### config.mk
export PLATFORM = sky130hd
export DESIGN_NAME = latching_switch_logic_blink
export DESIGN_NICKNAME = d
export VERILOG_FILES = /design/src/common/latch_blink_pkg.sv /design/src/verilog/latching_switch_logic_blink.sv
export VERILOG_INCLUDE_DIRS = /design/src /design/src/common
export SDC_FILE = /design/constraint.sdc
export NUM_CORES = 1
export LEC_CHECK = 0
export BUFFER_PORTS_ARGS = -buffer_cell sky130_fd_sc_hd__buf_4
export CAP_MARGIN = 10
export CORE_ASPECT_RATIO = 2
export CORE_MARGIN = 5
export CORE_UTILIZATION = 55
export DETAILED_ROUTE_END_ITERATION = 10
export PLACE_DENSITY_LB_ADDON = 0.12
export SLEW_MARGIN = 30
export SYNTH_ARGS = -nofsm -noshare
export SYNTH_HDL_FRONTEND = slang
export SYNTH_SLANG_ARGS = --single-unit
### constraint.sdc
create_clock -name sys_clk -period 4.4 [get_ports sys_clk]
set_input_delay 0.22 -clock sys_clk [delete_from_list [all_inputs] [get_ports sys_clk]]
set_output_delay 0.22 -clock sys_clk [all_outputs]
set_load 0.01 [all_outputs]
### src/common/latch_blink_map.svh
// constants for the latching switch logic with blink output
// assumes a 250 MHz system clock; included by the design and the bench
`ifndef LATCH_BLINK_MAP_SVH
`define LATCH_BLINK_MAP_SVH
`define CLK_PERIOD_NS 4
`define CLEAR_MIN_MS 120
`define PULSE_MIN_MS 45
`define BLINK_HZ 1
`define POWER_LOSS_MAX_S 5
`define MS_CYCLES(ms) ((ms) * 1000000 / `CLK_PERIOD_NS)
`define CLEAR_MIN_CYC `MS_CYCLES(`CLEAR_MIN_MS)
`define PULSE_MIN_CYC `MS_CYCLES(`PULSE_MIN_MS)
`define BLINK_HALF_CYC (1000000000 / `CLK_PERIOD_NS / `BLINK_HZ / 2)
`define STATE_RST 1'b0
`endif

### src/common/latch_blink_pkg.sv
// types for the latching switch logic with blink output
// assumes nothing beyond the constants header
package latch_blink_pkg;
   typedef enum logic [1:0] {FLASH_OFF, FLASH_STEADY, FLASH_BLINK} flash_mode_t;
   typedef struct packed
   {
      logic clear;
      logic force_on;
      logic flip;
   } ctl_req_t;
   typedef struct packed
   {
      logic state_oe_n;
      logic state_inv_oe_n;
      logic flash_oe_n;
   } od_drive_t;
endpackage : latch_blink_pkg

### src/verilog/latching_switch_logic_blink.sv
// latching switch logic: three debounced active-low requests, one stored state,
// open-drain outputs. assumes inputs are asynchronous pins with pull-ups outside.
`timescale 1ns/100ps
`include "latch_blink_map.svh"

// What this block does
// RL1 - while clear is held, state_out is released, the inverted output is pulled low, off is stored.
// RL2 - while force is held, state_out is pulled low, the inverted output is released, flash blinks.
// RL3 - with clear and force both idle, each flip request accepted after a full width low inverts the stored state.
// RL4 - flash_out is held steadily low for as long as clear is held.
// RL5 - when clear is released, flash_out goes to the released off condition.
// RL6 - each accepted flip toggles flash_out between blinking and off, except one accepted in the cycle clear is released, which sets it off.
// RL7 - flash_out has exactly three conditions: off, steady low and blinking.
// RL8 - every output is open drain, pulled low when asserted and released otherwise.
// RL9 - the driver holds clear low at least 120 ms and force or flip low at least 45 ms.
// RL10 - after power loss the device comes back cleared within 5 seconds.
// RL11 - a free-running 1 Hz square wave is gated onto flash_out only when blinking.
// RL12 - all three control inputs are debounced before they act.
// RL13 - the stored state holds indefinitely between requests.
// RL14 - clear and force together are illegal and pull both state outputs low, flash steady.
// RL15 - low pulses shorter than the minimum width of an input cause no change.
module latching_switch_logic_blink
   import latch_blink_pkg::*;
// counts default to the real timing; a bench may shorten them to keep runs small
#(
   parameter int unsigned CLEAR_CYC = `CLEAR_MIN_CYC,
   parameter int unsigned PULSE_CYC = `PULSE_MIN_CYC,
   parameter int unsigned HALF_CYC = `BLINK_HALF_CYC
)
(
   input wire logic sys_clk,
   input wire logic sys_rst,
   input wire logic latch_clear_n,
   input wire logic latch_force_n,
   input wire logic flip_request_n,
   output logic state_out_o,
   output logic state_out_oe_n,
   output logic state_out_inverted_o,
   output logic state_out_inverted_oe_n,
   output logic flash_out_o,
   output logic flash_out_oe_n
);

   ////////////////////////////////////////////////////////////////////////////////
   // synchronise and debounce; a request counts only once it held low a full width
   logic [2:0] raw_n;
   logic [2:0] s1_q, s2_q, s3_q;
   logic [2:0] low_q;
   logic [27:0] cnt_q [3];
   ctl_req_t req;

   assign raw_n = {latch_clear_n, latch_force_n, flip_request_n};

   always_ff @(posedge sys_clk or posedge sys_rst)
   begin
      if (sys_rst)
      begin
         s1_q <= 3'h7;
         s2_q <= 3'h7;
         s3_q <= 3'h7;
      end
      else
      begin
         s1_q <= raw_n;
         s2_q <= s1_q;
         s3_q <= s2_q;
      end
   end

   function automatic logic [27:0] width_of(input int idx);
      width_of = (idx == 2) ? 28'(CLEAR_CYC) : 28'(PULSE_CYC);
   endfunction : width_of

   genvar gi;
   generate
      for (gi = 0; gi < 3; gi++)
      begin : g_deb
         // counts only while both late stages agree low; a high in both late stages restarts the count
         always_ff @(posedge sys_clk or posedge sys_rst)
         begin
            if (sys_rst)
            begin
               cnt_q[gi] <= 28'h0;
               low_q[gi] <= 1'b0;
            end
            else if (s2_q[gi] && s3_q[gi])
            begin
               cnt_q[gi] <= 28'h0;
               low_q[gi] <= 1'b0; // see RL15
            end
            else if (!s2_q[gi] && !s3_q[gi])
            begin
               if (cnt_q[gi] >= width_of(gi) - 28'h1)
                  low_q[gi] <= 1'b1; // see RL12
               else
                  cnt_q[gi] <= cnt_q[gi] + 28'h1;
            end
         end
      end
   endgenerate

   assign req = '{clear: low_q[2], force_on: low_q[1], flip: low_q[0]};

   ////////////////////////////////////////////////////////////////////////////////
   // stored state and flash mode
   logic state_q;
   logic flip_seen_q;
   logic flip_evt;
   flash_mode_t mode_q;

   always_ff @(posedge sys_clk or posedge sys_rst)
   begin
      if (sys_rst)
         flip_seen_q <= 1'b0;
      else
         flip_seen_q <= req.flip;
   end

   assign flip_evt = req.flip && !flip_seen_q && !req.clear && !req.force_on;

   // reset is the power-up path: the device starts cleared
   always_ff @(posedge sys_clk or posedge sys_rst)
   begin
      if (sys_rst)
         state_q <= `STATE_RST; // see RL10
      else if (req.clear)
         state_q <= 1'b0; // see RL1
      else if (req.force_on)
         state_q <= 1'b1; // see RL2
      else if (flip_evt)
         state_q <= !state_q; // see RL3
   end // holds otherwise, see RL13

   always_ff @(posedge sys_clk or posedge sys_rst)
   begin
      if (sys_rst)
         mode_q <= FLASH_OFF;
      else if (req.clear)
         mode_q <= FLASH_STEADY; // see RL4
      else if (req.force_on)
         mode_q <= FLASH_BLINK; // see RL2
      else if (mode_q == FLASH_STEADY)
         mode_q <= FLASH_OFF; // see RL5
      else if (flip_evt)
         mode_q <= (mode_q == FLASH_BLINK) ? FLASH_OFF : FLASH_BLINK; // see RL6
   end

   ////////////////////////////////////////////////////////////////////////////////
   // free-running 1 Hz square wave
   logic [27:0] half_q;
   logic wave_q;

   always_ff @(posedge sys_clk or posedge sys_rst)
   begin
      if (sys_rst)
      begin
         half_q <= 28'h0;
         wave_q <= 1'b0;
      end
      else if (half_q == 28'(HALF_CYC - 1))
      begin
         half_q <= 28'h0;
         wave_q <= !wave_q; // see RL11
      end
      else
         half_q <= half_q + 28'h1;
   end

   ////////////////////////////////////////////////////////////////////////////////
   // open-drain drivers: data always low, enable low means pulling to ground
   od_drive_t drv_d, drv_q;

   always_comb
   begin
      drv_d.state_oe_n = !(state_q || (req.clear && req.force_on)); // see RL14
      drv_d.state_inv_oe_n = state_q && !(req.clear && req.force_on); // see RL14
      case (mode_q) // see RL7
         FLASH_STEADY: drv_d.flash_oe_n = 1'b0;
         FLASH_BLINK: drv_d.flash_oe_n = wave_q; // see RL11
         default: drv_d.flash_oe_n = 1'b1;
      endcase
   end

   always_ff @(posedge sys_clk or posedge sys_rst)
   begin
      if (sys_rst)
      begin
         drv_q <= '{state_oe_n: 1'b1, state_inv_oe_n: 1'b0, flash_oe_n: 1'b1};
         state_out_o <= 1'b0;
         state_out_inverted_o <= 1'b0;
         flash_out_o <= 1'b0;
      end
      else
      begin
         drv_q <= drv_d; // see RL8
         state_out_o <= 1'b0;
         state_out_inverted_o <= 1'b0;
         flash_out_o <= 1'b0;
      end
   end

   assign state_out_oe_n = drv_q.state_oe_n;
   assign state_out_inverted_oe_n = drv_q.state_inv_oe_n;
   assign flash_out_oe_n = drv_q.flash_oe_n;
endmodule : latching_switch_logic_blink
==> results_dict.tcl <==
set metrics [dict create \
    outcome "finished, final reports clean" \
    die_height_um 167 \
    maxSlewViolCount 0 \
    rows 57 \
    fp.dieArea_um2 14800 \
    fin_nets 753 \
    finalHoldViolCount 0 \
    synth_seq_area_share_pct 48.8 \
    ys_ff_latch 132 \
    reg2reg_from "cnt_q[56]" \
    finalCriticalPeriod_ns 2.76 \
    synth_edf_count 0 \
    ant_nets 0 \
    yosysWarnings 0 \
    path_class "flop to flop" \
    crit_required_ns 4.75 \
    finalWirelength_um 15400 \
    netlist_area_um2 6790 \
    gp_congestion 0.929 \
    dpl.hpwl_um 10500 \
    post-route-period-util_pct 62.7 \
    antenna_found_initial 0 \
    path_max_fanout 5 \
    power_per_cell_area_nw_per_um2 396 \
    r2r_end "cnt_q[70]" \
    via_per_inst 6.27 \
    grt_max_degree 94 \
    clk_pin_slew_ns 0.06 \
    seq_area_um2 3320 \
    drt_pre_antenna_iters 4 \
    ctsLongestPathBuffers 2 \
    grt-ovfl-total 0 \
    max_slew_margin_pct 49.2 \
    final.fill_count 1030 \
    synth_area_per_cell_um2 9.31 \
    worstMarginPinSlew_ns 0.750 \
    io_pins 11 \
    grt_pass1_wl_um 26200 \
    synth.distinct_cells 62 \
    multi_input_area_um2 3260 \
    vias 5633 \
    drc 0 \
    drt_iter0_drc 253 \
    drive_gt1_share_pct 9.97 \
    vdd_ir_drop_max_mv 0.291 \
    maxCapViolations 0 \
    finalCoreUtilization_pct 63.4 \
    clkLatencyLatePin_ns 0.42 \
    setup_viol 0 \
    initial_utilization_pct 56.0 \
    syn_to_final_growth_pct 13.2 \
    clkSinkCount 132 \
    rsz0062_at_grt "no" \
    cts_root_buf "clkbuf_16" \
    start_kind "flop" \
    final_cell_mix "dfrtp_1 (121), nand2_1 (68), nor2_1 (61)" \
    leakage_nw 3.48 \
    layout_commonest_cell "dfrtp_1" \
    grt_pass1_vias 5619 \
    cts_hold_buf 3 \
    fmax_mhz 362 \
    end_kind "flop" \
    syn_inst 730 \
    numCtsBuffers 17 \
    postCtsSetupBuffers 0 \
    r2r_cells 7 \
    cp.arrival_ns 3.11 \
    cts_resized 0 \
    die_w_um 88.6 \
    tns_ns 0 \
    ys_async_sr_fraction_pct 100 \
    r2r_slack_ns 1.64 \
    synthFlopType "dfrtp_1" \
    htree_levels 4 \
    place.port_buffers 7 \
    cts_tree "done" \
    detail_route.wl_per_cell_um 17.1 \
    core_region_area_um2 12100 \
    hp-class "input port to asynchronous set/reset pin" \
    fin_skew_ns 0.00845 \
    diodes 0 \
    grt_util_all_layers_pct 22.2 \
]
[cell families after synthesis]
group / synth area share [%]
compound gates: 16.2
flops: 48.8
simple gates: 24.5
xor+xnor: 3.61
other cells: 0.0552
fa+ha+maj: 1.66
buf+inv: 3.43
mux: 1.64
[worst max-delay path, cell delays in order (launching register included)]
cell	delay [ns]
dfrtp_1	0.40
ha_1	0.24
and3_1	0.24
o221a_2	0.29
o311ai_1	0.64
nand2_1	0.24
or4_1	0.56
nand3_1	0.09
[sequential cells by signal, summed over array words and instances, names as in the netlist, 2 cells and up]
| register | flops |
|---|---|
| s3_q | 3 |
| mode_q | 2 |
| s1_q | 3 |
| s2_q | 3 |
| low_q | 3 |
| cnt_q | 84 |
| half_q | 28 |
[synthesized netlist by cell type, drive strengths merged (2+ instances only)]
master | number | share of area (%)
a211o | 2 | 0.26
a211oi | 2 | 0.22
a21o | 6 | 0.66
a21oi | 43 | 3.2
a221o | 3 | 0.44
a22o | 4 | 0.52
a311o | 2 | 0.29
a311oi | 2 | 0.26
a31o | 5 | 0.64
a31oi | 13 | 1.2
a41oi | 2 | 0.26
and2 | 14 | 1.3
and3 | 20 | 1.8
and4 | 8 | 1.0
buf | 7 | 0.61
clkbuf | 23 | 1.3
dfrtp | 121 | 45
dfstp | 11 | 4.3
ha | 9 | 1.7
inv | 28 | 1.5
mux2i | 10 | 1.5
nand2 | 68 | 3.8
nand2b | 4 | 0.37
nand3 | 41 | 3.0
nand4 | 19 | 1.7
nor2 | 61 | 3.4
nor2b | 10 | 0.92
nor3 | 21 | 1.5
nor3b | 2 | 0.22
nor4 | 9 | 0.83
nor4bb | 3 | 0.44
o2111ai | 3 | 0.39
o211a | 2 | 0.29
o211ai | 4 | 0.44
o21a | 8 | 0.88
o21ai | 45 | 3.3
o311ai | 4 | 0.52
o31ai | 9 | 0.99
o41ai | 2 | 0.26
or2 | 9 | 0.83
or3 | 22 | 2.0
or4 | 8 | 0.88
xnor2 | 10 | 1.3
xor2 | 18 | 2.3
[worst max path at each step]
| stage | slack [ns] | startpoint | depth (start not counted) | endpoint |
|---|---|---|---|---|
| 2_1_floorplan | 0.67 | sys_rst | 1 | cnt_q[0] |
| 3_3_place_gp | 1.84 | cnt_q[56] | 7 | cnt_q[70] |
| 3_5_place_dp | 1.73 | cnt_q[56] | 7 | cnt_q[70] |
| 4_1_cts | 1.71 | cnt_q[56] | 7 | cnt_q[70] |
| 5_1_grt | 1.61 | cnt_q[54] | 7 | cnt_q[31] |
| 6_report | 1.64 | cnt_q[56] | 7 | cnt_q[70] |
[per-layer routing]
metal	global-route usage, %	up-vias	share of wire (%)
li1	-	2671	-
met1	24.6	2765	39
met2	38.1	139	54
met3	4.03	58	2.3
met4	13.2	0	4.7
met5	0	-	0
[layout make-up]
type | count | area share, %
clock inverters | 13 | 2.67
well taps | 147 | 2.39
flip-flops and latches | 132 | 43.1
clock buffers | 19 | 5.76
repair buffers | 18 | 2.15
inverters | 28 | 1.43
multi-input cells | 542 | 42.4
[stage by stage]
stage	power [mW]	hold WS [ns]	instance area, um2	worst slack [ns]	cells
6_report	3.04	0.331	7690	1.64	899
5_1_grt	3.16	0.357	7690	1.61	899
4_1_cts	3.07	0.0183	7640	1.71	897
3_5_place_dp	1.50	0.329	6970	1.73	862
3_3_place_gp	1.49	0.328	6960	1.84	862
2_1_floorplan	1.44	0.224	6800	0.672	732
[power by group]
group          switching (mW)  internal [mW]  total (mW)  leakage (nW)
Clock                   0.538           1.02        1.56         0.309
Sequential             0.0339           1.26        1.29          1.78
Combinational           0.126         0.0665       0.192          1.39
Total                   0.698           2.34        3.04          3.48
No activity file was read; power rests on OpenSTA's default activity.
